[config.mk]
export PLATFORM = sky130hd
export DESIGN_NAME = eag_top
export DESIGN_NICKNAME = d
export VERILOG_FILES = /design/src/core/eag_pkg.sv /design/src/core/eag_ptr_if.sv /design/src/core/eag_top.sv /design/src/core/eag_ptr_asm.sv /design/src/core/eag_add.sv
export SDC_FILE = /design/constraint.sdc
export NUM_CORES = 1
export LEC_CHECK = 0
export ABC_AREA = 1
export BUFFER_PORTS_ARGS = -buffer_cell sky130_fd_sc_hd__buf_2
export CORE_MARGIN = 2
export CORE_UTILIZATION = 30
export CTS_CLUSTER_DIAMETER = 100
export CTS_CLUSTER_SIZE = 30
export DETAILED_ROUTE_END_ITERATION = 16
export GPL_ROUTABILITY_DRIVEN = 0
export SLEW_MARGIN = 20
export SYNTH_ARGS = -nofsm -noshare
export SYNTH_HDL_FRONTEND = slang
export SYNTH_SLANG_ARGS = --single-unit
export TNS_END_PERCENT = 5
[constraint.sdc]
create_clock -name clk -period 3.6 [get_ports clk]
set_clock_uncertainty 0.2 [all_clocks]
set_input_delay 0.36 -clock clk [delete_from_list [all_inputs] [get_ports clk]]
set_output_delay 0.36 -clock clk [all_outputs]
set_load 0.02 [all_outputs]
[src/core/eag_pkg.sv]
// Constants, modes and states of the effective address generator
// Operation
// - 24-bit addresses: bank byte plus 16-bit offset
// - Vector fetches stay within 00FFE0..00FFFF
// - Stack and stack-relative addresses sit in bank 0
// - Direct and direct indexed addresses sit in bank 0
// - Program bank never changed by PC wrap
// - Only long jumps, calls, returns reload program bank
// - Data address arithmetic carries into the bank, except direct and stack
// - Absolute: data bank above two operand bytes
// - Indexed indirect jump: bank-0 pointer at operand+X
// - Absolute indexed: operand plus index, data bank
// - Indirect jump: pointer to PC, long loads bank
// - Long indexed: 24-bit operand plus X
// - Long: three operand bytes are the address
// - Accumulator mode issues no memory address
// - Block move: banks, offsets, count, data bank copy
// - Block move steps indices, count, then PC+3
// - Direct indexed indirect: bank-0 pointer, data bank prefix
// - Direct indexed: offset+direct+index, bank 0
// - Direct indirect indexed: pointer, data bank, plus Y
package eag_pkg;
  localparam int          EA_W      = 24;
  localparam int          OFFS_W    = 16;
  localparam int          BANK_W    = 8;
  localparam int          VEC_IDX_W = 4;
  localparam int          PTR_BYTES = 3;
  localparam logic [7:0]  BANK0     = 8'h00;
  localparam logic [23:0] VEC_BASE  = 24'h00FFE0;
  localparam logic [15:0] PC_STEP   = 16'h0001;
  localparam logic [15:0] MOVE_ADV  = 16'h0003;
  localparam logic [15:0] IDX_STEP  = 16'h0001;
  localparam logic [1:0]  PTR_LAST_SHORT = 2'h1;
  localparam logic [1:0]  PTR_LAST_LONG  = 2'h2;
  localparam logic [7:0]  DB_RST    = 8'h00;
  localparam logic [7:0]  PB_RST    = 8'h00;
  localparam logic [15:0] PC_RST    = 16'h0000;

  typedef enum logic [4:0] {
    EAG_ABS, EAG_ABS_X, EAG_ABS_Y, EAG_LONG, EAG_LONG_X, EAG_ACC,
    EAG_MOVE_ASC, EAG_MOVE_DESC, EAG_DIR, EAG_DIR_X, EAG_DIR_Y,
    EAG_DIR_X_IND, EAG_DIR_IND_Y, EAG_ABS_IND, EAG_JUMP_LONG_IND,
    EAG_ABS_X_IND, EAG_STACK, EAG_STACK_REL, EAG_VECTOR,
    EAG_CALL_LONG, EAG_RETURN_LONG
  } eag_mode_e;

  typedef enum logic [1:0] {
    EAG_IDLE    = 2'b00,
    EAG_FETCH   = 2'b01,
    EAG_RESOLVE = 2'b11,
    EAG_MOVE    = 2'b10
  } eag_state_e;
endpackage

[src/core/eag_ptr_if.sv]
// Pointer byte collection link between sequencer and assembler
`timescale 1ns/100ps
interface eag_ptr_if;
  import eag_pkg::*;
  logic            clr;
  logic            load;
  logic [1:0]      idx;
  logic [7:0]      data;
  logic [EA_W-1:0] value;
  modport ctl  (output clr, output load, output idx, output data, input value);
  modport coll (input clr, input load, input idx, input data, output value);
endinterface

[src/core/eag_top.sv]
// Effective address generator: mode decode, pointer fetch, block move
`timescale 1ns/100ps
module eag_top
  import eag_pkg::*;
(
  input  wire logic                 clk,
  input  wire logic                 rst_b,
  input  wire logic                 start,
  input  wire eag_mode_e            mode,
  input  wire logic [7:0]           op_lo,
  input  wire logic [7:0]           op_hi,
  input  wire logic [7:0]           op_bk,
  input  wire logic [OFFS_W-1:0]    direct_reg,
  input  wire logic [OFFS_W-1:0]    idx_x,
  input  wire logic [OFFS_W-1:0]    idx_y,
  input  wire logic [OFFS_W-1:0]    acc_in,
  input  wire logic [OFFS_W-1:0]    stack_ptr,
  input  wire logic [VEC_IDX_W-1:0] vec_idx,
  input  wire logic                 pc_step,
  input  wire logic                 db_load,
  input  wire logic [BANK_W-1:0]    db_value,
  input  wire logic [7:0]           rd_data,
  input  wire logic                 rd_valid,
  input  wire logic                 move_step,
  output logic                      busy_q,
  output logic      [EA_W-1:0]      ea_q,
  output logic                      ea_valid_q,
  output logic                      acc_op_q,
  output logic                      rd_req_q,
  output logic      [EA_W-1:0]      rd_addr_q,
  output logic      [OFFS_W-1:0]    pc_q,
  output logic      [BANK_W-1:0]    program_bank_q,
  output logic      [BANK_W-1:0]    data_bank_q,
  output logic                      pc_load_q,
  output logic      [EA_W-1:0]      src_addr_q,
  output logic      [EA_W-1:0]      dst_addr_q,
  output logic      [OFFS_W-1:0]    move_x_q,
  output logic      [OFFS_W-1:0]    move_y_q,
  output logic      [OFFS_W-1:0]    move_count_q,
  output logic                      move_done_q
);
  // ----------------------------------------------------------------
  // Declarations
  // ----------------------------------------------------------------
  eag_state_e          state_q;
  eag_state_e          state_d;
  eag_mode_e           mode_q;
  logic [1:0]          byte_q;
  logic [1:0]          byte_last;
  logic [OFFS_W-1:0]   ptr_base_q;
  logic [BANK_W-1:0]   src_bank_q;
  logic [BANK_W-1:0]   dst_bank_q;
  logic [OFFS_W-1:0]   op16;
  logic [EA_W-1:0]     op24;
  logic [OFFS_W-1:0]   dir_sum;
  logic [EA_W-1:0]     add_base;
  logic [OFFS_W-1:0]   add_offs;
  logic                add_b0;
  logic [EA_W-1:0]     add_sum;
  logic                take;
  logic                byte_in;
  logic                fetch_done;
  logic                ptr_mode;
  logic                jump_mode;
  logic                move_last;
  logic [OFFS_W-1:0]   x_next;
  logic [OFFS_W-1:0]   y_next;
  logic [EA_W-1:0]     ptr_val;

  eag_ptr_if ptr_link ();

  // ----------------------------------------------------------------
  // Operand assembly and mode classes
  // ----------------------------------------------------------------
  // first operand byte is the low byte
  assign op16    = {op_hi, op_lo};
  assign op24    = {op_bk, op_hi, op_lo};
  assign dir_sum = direct_reg + {8'h00, op_lo};
  assign take    = start && (state_q == EAG_IDLE);
  assign byte_in = (state_q == EAG_FETCH) && rd_req_q && rd_valid;
  assign ptr_val = ptr_link.value;

  assign ptr_mode  = (mode == EAG_DIR_X_IND) || (mode == EAG_DIR_IND_Y) ||
                     (mode == EAG_ABS_IND) || (mode == EAG_JUMP_LONG_IND) ||
                     (mode == EAG_ABS_X_IND);
  assign jump_mode = (mode_q == EAG_ABS_IND) || (mode_q == EAG_JUMP_LONG_IND) ||
                     (mode_q == EAG_ABS_X_IND);
  // long indirect jump reads a third byte
  assign byte_last  = (mode_q == EAG_JUMP_LONG_IND) ? PTR_LAST_LONG : PTR_LAST_SHORT;
  assign fetch_done = byte_in && (byte_q == byte_last);
  assign move_last  = (move_count_q == 16'h0000);

  // ascending steps up, descending steps down
  assign x_next = (mode_q == EAG_MOVE_ASC) ? move_x_q + IDX_STEP : move_x_q - IDX_STEP;
  assign y_next = (mode_q == EAG_MOVE_ASC) ? move_y_q + IDX_STEP : move_y_q - IDX_STEP;

  // ----------------------------------------------------------------
  // Adder operand selection
  // ----------------------------------------------------------------
  always_comb
  begin
    add_base = '0;
    add_offs = '0;
    add_b0   = 1'b0;
    case (state_q)
      EAG_IDLE:
      begin
        case (mode)
          EAG_ABS:
            add_base = {data_bank_q, op16};
          EAG_ABS_X:
          begin
            add_base = {data_bank_q, op16};
            add_offs = idx_x;
          end
          EAG_ABS_Y:
          begin
            add_base = {data_bank_q, op16};
            add_offs = idx_y;
          end
          EAG_LONG:
            add_base = op24;
          EAG_LONG_X:
          begin
            add_base = op24;
            add_offs = idx_x;
          end
          EAG_DIR, EAG_DIR_IND_Y:
          begin
            add_base = {BANK0, dir_sum};
            add_b0   = 1'b1;
          end
          EAG_DIR_X, EAG_DIR_X_IND:
          begin
            add_base = {BANK0, dir_sum};
            add_offs = idx_x;
            add_b0   = 1'b1;
          end
          EAG_DIR_Y:
          begin
            add_base = {BANK0, dir_sum};
            add_offs = idx_y;
            add_b0   = 1'b1;
          end
          EAG_ABS_IND, EAG_JUMP_LONG_IND:
          begin
            add_base = {BANK0, op16};
            add_b0   = 1'b1;
          end
          EAG_ABS_X_IND:
          begin
            add_base = {BANK0, op16};
            add_offs = idx_x;
            add_b0   = 1'b1;
          end
          EAG_STACK:
          begin
            add_base = {BANK0, stack_ptr};
            add_b0   = 1'b1;
          end
          EAG_STACK_REL:
          begin
            add_base = {BANK0, stack_ptr};
            add_offs = {8'h00, op_lo};
            add_b0   = 1'b1;
          end
          EAG_VECTOR:
          begin
            add_base = VEC_BASE;
            add_offs = {{(OFFS_W-VEC_IDX_W-1){1'b0}}, vec_idx, 1'b0};
            add_b0   = 1'b1;
          end
          default:
            add_base = op24;
        endcase
      end
      // Next pointer byte, wrapping in bank 0
      EAG_FETCH:
      begin
        add_base = {BANK0, ptr_base_q};
        add_offs = {14'h0000, byte_q + 2'h1};
        add_b0   = 1'b1;
      end
      EAG_RESOLVE:
      begin
        add_base = {data_bank_q, ptr_val[OFFS_W-1:0]};
        add_offs = (mode_q == EAG_DIR_IND_Y) ? idx_y : 16'h0000;
      end
      default:
        add_base = '0;
    endcase
  end

  eag_add #(
    .BASE_W (EA_W),
    .OFF_W  (OFFS_W)
  ) u_add (
    .base  (add_base),
    .offs  (add_offs),
    .bank0 (add_b0),
    .sum   (add_sum)
  );

  // ----------------------------------------------------------------
  // Pointer collection
  // ----------------------------------------------------------------
  assign ptr_link.clr  = take;
  assign ptr_link.load = byte_in;
  assign ptr_link.idx  = byte_q;
  assign ptr_link.data = rd_data;

  eag_ptr_asm u_ptr (
    .clk   (clk),
    .rst_b (rst_b),
    .pif   (ptr_link)
  );

  // ----------------------------------------------------------------
  // Sequencer
  // ----------------------------------------------------------------
  always_comb
  begin
    state_d = state_q;
    case (state_q)
      EAG_IDLE:
        if (take && ptr_mode)
          state_d = EAG_FETCH;
        else if (take && ((mode == EAG_MOVE_ASC) || (mode == EAG_MOVE_DESC)))
          state_d = EAG_MOVE;
      EAG_FETCH:
        if (fetch_done)
          state_d = EAG_RESOLVE;
      EAG_RESOLVE:
        state_d = EAG_IDLE;
      EAG_MOVE:
        if (move_step && move_last)
          state_d = EAG_IDLE;
      default:
        state_d = EAG_IDLE;
    endcase
  end

  always_ff @(posedge clk or negedge rst_b)
  begin
    if (!rst_b)
    begin
      state_q <= EAG_IDLE;
      busy_q  <= 1'b0;
      mode_q  <= EAG_ABS;
    end
    else
    begin
      state_q <= state_d;
      busy_q  <= (state_d != EAG_IDLE);
      if (take)
        mode_q <= mode;
    end
  end

  // ----------------------------------------------------------------
  // Memory read port for pointers
  // ----------------------------------------------------------------
  always_ff @(posedge clk or negedge rst_b)
  begin
    if (!rst_b)
    begin
      rd_req_q   <= 1'b0;
      rd_addr_q  <= '0;
      byte_q     <= 2'h0;
      ptr_base_q <= '0;
    end
    else if (take && ptr_mode)
    begin
      rd_req_q   <= 1'b1;
      rd_addr_q  <= add_sum;
      byte_q     <= 2'h0;
      ptr_base_q <= add_sum[OFFS_W-1:0];
    end
    else if (fetch_done)
      rd_req_q <= 1'b0;
    else if (byte_in)
    begin
      rd_addr_q <= add_sum;
      byte_q    <= byte_q + 2'h1;
    end
  end

  // ----------------------------------------------------------------
  // Effective address output
  // ----------------------------------------------------------------
  always_ff @(posedge clk or negedge rst_b)
  begin
    if (!rst_b)
    begin
      ea_q       <= '0;
      ea_valid_q <= 1'b0;
      acc_op_q   <= 1'b0;
    end
    else
    begin
      ea_valid_q <= 1'b0;
      acc_op_q   <= take && (mode == EAG_ACC);
      if (take && !ptr_mode && (mode != EAG_ACC) &&
          (mode != EAG_MOVE_ASC) && (mode != EAG_MOVE_DESC))
      begin
        ea_q       <= add_sum;
        ea_valid_q <= 1'b1;
      end
      else if (state_q == EAG_RESOLVE)
      begin
        ea_valid_q <= 1'b1;
        if (mode_q == EAG_JUMP_LONG_IND)
          ea_q <= ptr_val;
        else if (jump_mode)
          ea_q <= {program_bank_q, ptr_val[OFFS_W-1:0]};
        else
          ea_q <= add_sum;
      end
    end
  end

  // ----------------------------------------------------------------
  // Program counter and program bank
  // ----------------------------------------------------------------
  always_ff @(posedge clk or negedge rst_b)
  begin
    if (!rst_b)
    begin
      pc_q           <= PC_RST;
      program_bank_q <= PB_RST;
      pc_load_q      <= 1'b0;
    end
    else
    begin
      pc_load_q <= 1'b0;
      if (take && ((mode == EAG_CALL_LONG) || (mode == EAG_RETURN_LONG)))
      begin
        pc_q           <= op16;
        program_bank_q <= op_bk;
        pc_load_q      <= 1'b1;
      end
      else if ((state_q == EAG_RESOLVE) && jump_mode)
      begin
        pc_q      <= ptr_val[OFFS_W-1:0];
        pc_load_q <= 1'b1;
        if (mode_q == EAG_JUMP_LONG_IND)
          program_bank_q <= ptr_val[EA_W-1:OFFS_W];
      end
      else if ((state_q == EAG_MOVE) && move_step && move_last)
        pc_q <= pc_q + MOVE_ADV;
      else if (pc_step)
        pc_q <= pc_q + PC_STEP;
    end
  end

  // ----------------------------------------------------------------
  // Data bank
  // ----------------------------------------------------------------
  always_ff @(posedge clk or negedge rst_b)
  begin
    if (!rst_b)
      data_bank_q <= DB_RST;
    else if (take && ((mode == EAG_MOVE_ASC) || (mode == EAG_MOVE_DESC)))
      data_bank_q <= op_lo;
    else if (db_load)
      data_bank_q <= db_value;
  end

  // ----------------------------------------------------------------
  // Block move registers
  // ----------------------------------------------------------------
  always_ff @(posedge clk or negedge rst_b)
  begin
    if (!rst_b)
    begin
      src_bank_q   <= BANK0;
      dst_bank_q   <= BANK0;
      move_x_q     <= '0;
      move_y_q     <= '0;
      move_count_q <= '0;
      src_addr_q   <= '0;
      dst_addr_q   <= '0;
      move_done_q  <= 1'b0;
    end
    else
    begin
      move_done_q <= 1'b0;
      if (take && ((mode == EAG_MOVE_ASC) || (mode == EAG_MOVE_DESC)))
      begin
        // banks from operand, offsets from X and Y
        dst_bank_q   <= op_lo;
        src_bank_q   <= op_hi;
        move_x_q     <= idx_x;
        move_y_q     <= idx_y;
        move_count_q <= acc_in;
        src_addr_q   <= {op_hi, idx_x};
        dst_addr_q   <= {op_lo, idx_y};
      end
      else if ((state_q == EAG_MOVE) && move_step)
      begin
        // step indices, count down to zero
        move_x_q   <= x_next;
        move_y_q   <= y_next;
        src_addr_q <= {src_bank_q, x_next};
        dst_addr_q <= {dst_bank_q, y_next};
        if (move_last)
          move_done_q <= 1'b1;
        else
          move_count_q <= move_count_q - IDX_STEP;
      end
    end
  end
endmodule

[src/core/eag_ptr_asm.sv]
// Little-endian pointer assembler, one byte lane per entry
`timescale 1ns/100ps
module eag_ptr_asm
  import eag_pkg::*;
(
  input  wire logic clk,
  input  wire logic rst_b,
  eag_ptr_if.coll   pif
);
  logic [7:0] lane_q [PTR_BYTES];

  for (genvar g = 0; g < PTR_BYTES; g++)
  begin : g_lane
    always_ff @(posedge clk or negedge rst_b)
    begin
      if (!rst_b)
        lane_q[g] <= 8'h00;
      else if (pif.clr)
        lane_q[g] <= 8'h00;
      else if (pif.load && (pif.idx == 2'(g)))
        lane_q[g] <= pif.data;
    end
  end

  assign pif.value = {lane_q[2], lane_q[1], lane_q[0]};
endmodule

[src/core/eag_add.sv]
// Address adder with optional bank-0 wrap
`timescale 1ns/100ps
module eag_add
  import eag_pkg::*;
#(
  parameter int BASE_W = EA_W,
  parameter int OFF_W  = OFFS_W
)
(
  input  wire logic [BASE_W-1:0] base,
  input  wire logic [OFF_W-1:0]  offs,
  input  wire logic              bank0,
  output logic      [BASE_W-1:0] sum
);
  logic [BASE_W-1:0] full;

  // carry runs into the bank byte
  assign full = base + BASE_W'(offs);
  // Bank-0 results wrap inside the low offset field
  assign sum  = bank0 ? {{(BASE_W-OFF_W){1'b0}}, full[OFF_W-1:0]} : full;
endmodule

==> reports/metrics.cfg <==
[floorplanning]
die_w_um = 221.0
ios = 318
die_area_sq_um = 48820
row_count = 79
core_area_sq_um = 46460
die_h_um = 221.0
start_util_pct = 30.40

[route]
drtPass1Iterations = 6
wire_per_inst_um = 19.29
ant_nets = 0
drc = 0
drt-vias-per-instance = 5.075
drt_wl_total_um = 59040
drt_iter0_markers = 1277
via_count = 15540

[sta]
setup-violations-final = 0
hold_slack_ns = 0.01976
finalCriticalPeriod_ns = 3.528
hold_viol = 0
relSlewSlack_pct = 35.26
tightest_slew_ns = 0.9710
clock.fmax_mhz = 283.5
grt_setup_unrepaired = yes
drv_slew = 0
period_share_pct = 97.99
fin_ws_ns = 0.07249

[setup_path]
r2r_start = move_count_q[0]
critPathBufInv = 17
r2r_setup_slack_ns = 0.07
arrival_ns = 3.78
timing.critical_path.max_delay_family = buffers and inverters
cp_max_fo = 3
reg2reg_depth = 25
cp-start-kind = flop
r2r-end = move_count_q[12]
max_stage_delay_ns = 0.41
cpMostUsedCell = buf_4
required_ns = 3.86
endpoint_kind = flop
slowest_stage = dfrtp_1
crit_type = reg -> reg

[min_path]
min_path_type = in -> reg
holdPathStages = 3
hp-start = db_load
min_to = data_bank_q[4]

[cts]
clock-sinks = 215
cts.clk_slew.worst_paths_ns = 0.11
cts_tree = yes
insertion_delay_ns = 0.53
h-tree-depth = 1
numCtsBuffers = 14
cts_root_buffer = clkbuf_16
clock_path_buffers = 3

[cells_and_area]
drive_above_1_share_pct = 24.51
fin_cells = 3061
post-route-util_pct = 40.37
finalNetCount = 2639
mostFrequentLayoutCells = nand2_1, buf_2, inv_1
final_area_sq_um = 18750
final_common_cell = nand2_1
fillers = 4803
area_delta_synth_final_pct = 32.80

[global_route]
grt_overflow = 0
grt_usage_pct = 23.23
grt_pass1_vias = 14890
antenna_found_initial = 6
grt_pass1_wl_um = 88750
grt_max_degree = 101

[synth]
synth_nets = 2153
syn_area_per_cell_sq_um = 7.223
synth_top_area_share_pct = 38.10
netlist_area_sq_um = 14120
ys.flop_type = dfrtp_1
netlist_instances = 1955
synth_cell_types = 50
synth.ff_latch_count = 215
synth-seq-area-share_pct = 38.10
yosys_warnings = 0
synth_largest_area_cell = dfrtp_1
ys_async_sr_fraction_pct = 100.0
yosys-top-cells-area = dfrtp_1, nand2_1, inv_1, o21ai_0, ha_1
synth_edf_count = 0

[placed_design]
dp_hpwl_um = 45830
port_buffers = 317
dp_cells = 2942
place_area_sq_um = 17180
dpl_worst_slack_ns = -0.3800

[status]
status = finished, final reports clean

[power]
p_int_mw = 7.529
switchingPower_mw = 7.618
seq_power_share_pct = 28.2
cellPowerDensity_nw_per_um2 = 807.7
clockPowerShare_pct = 12.5
switching_share_pct = 50.29
ir_drop_v = 0.0003632
pwr-share-comb_pct = 59.3
leakage_nw = 9.735

[flow_run]
cap_violations = 0

## registers in the layout (all words and copies together) (netlist names), 2 cells and up
| name | count |
|---|---|
| mode_q | 5 |
| dst_addr_q | 24 |
| dst_bank_q | 8 |
| u_ptr.pif.value | 24 |
| rd_addr_q | 24 |
| src_bank_q | 8 |
| data_bank_q | 8 |
| state_q | 2 |
| ptr_base_q | 16 |
| byte_q | 2 |
| program_bank_q | 8 |
| ea_q | 24 |
| pc_q | 16 |
| src_addr_q | 24 |
| move_count_q | 16 |
## tightest hold or removal path: cells and delay by family
family	cells	cell delay, ns
simple gates	1	0.10
compound gates	1	0.08
buf+inv	1	0.17
## power by group through the flow
stage	clock [mW]	combinational [mW]	sequential, mW
after floorplan	0	4.81	4.87
after global placement	0	8.54	4.27
after detailed placement	0	8.63	4.31
after CTS	1.94	8.78	4.27
after global routing	2.04	9.80	4.40
final	1.89	8.98	4.28
## worst max-delay path by stage
stage | startpoint | end | slack [ns] | cells past startpoint
final | move_count_q[0] | move_count_q[12] | 0.07 | 25
after CTS | move_count_q[0] | pc_q[12] | -0.007 | 23
after floorplan | mode_q[0] | dst_addr_q[14] | 0.09 | 12
after detailed placement | op_lo[0] | ea_q[22] | -0.38 | 27
after global routing | move_count_q[0] | pc_q[10] | -0.11 | 23
after global placement | op_lo[0] | ea_q[23] | -0.32 | 28
## final cells by class
class	instances	area (sq um)	share of cell area [%]
antenna	6	15.01	0.08006
clock buffer	16	379.1	2.022
clock inverter	7	127.6	0.6805
inverter	252	952.2	5.077
multi-input combinational	1395	7478	39.88
sequential	215	5380	28.69
tap	607	759.5	4.050
timing repair buffer	563	3661	19.52
## timing repair
item / 4_1_cts / 5_1_grt
endpoints found under the setup margin: 8 / 32
gates resized for setup: 17 / 48
hold endpoints to repair: 159 / 0
cloned: 0 / 0
pin swaps: 13 / 23
hold buffers: 65 / 0
setup buffers: 18 / 7
## logic make-up after synthesis
kind of cell             share of synthesized area (%)
AND/OR/NAND/NOR                                  24.92
AO/OA/AOI/OAI                                    18.42
buffers and inverters                            10.24
flip-flops                                       38.10
adder cells (fa/ha/maj)                          5.759
XOR/XNOR                                         2.481
multiplexers                                   0.07974
## stage by stage
stage | setup TNS (ns) | power, mW
after floorplan | 0 | 9.676
after global placement | -6.032 | 12.80
after detailed placement | -9.051 | 12.94
after CTS | -0.007474 | 15.00
after global routing | -1.018 | 16.24
final | 0 | 15.15
## cells in the mapped netlist, drive strengths merged, types with 30 or more instances
master / number
nand2: 543
buf: 58
a21oi: 91
xor2: 30
dfrtp: 215
ha: 57
nor2: 155
clkbuf: 35
nand3: 106
a31oi: 33
o211ai: 46
inv: 251
o21ai: 179
## per-layer routing
metal  GRT usage, %  vias up  part of all wire (%)
met5              0        -                 0.012
met4          8.205        2                   3.8
met3          3.585      119                   7.3
met2          38.56      643                    47
met1          30.68     7343                    42
li1               -     7429                     -
(Power assumes the default switching activity.)
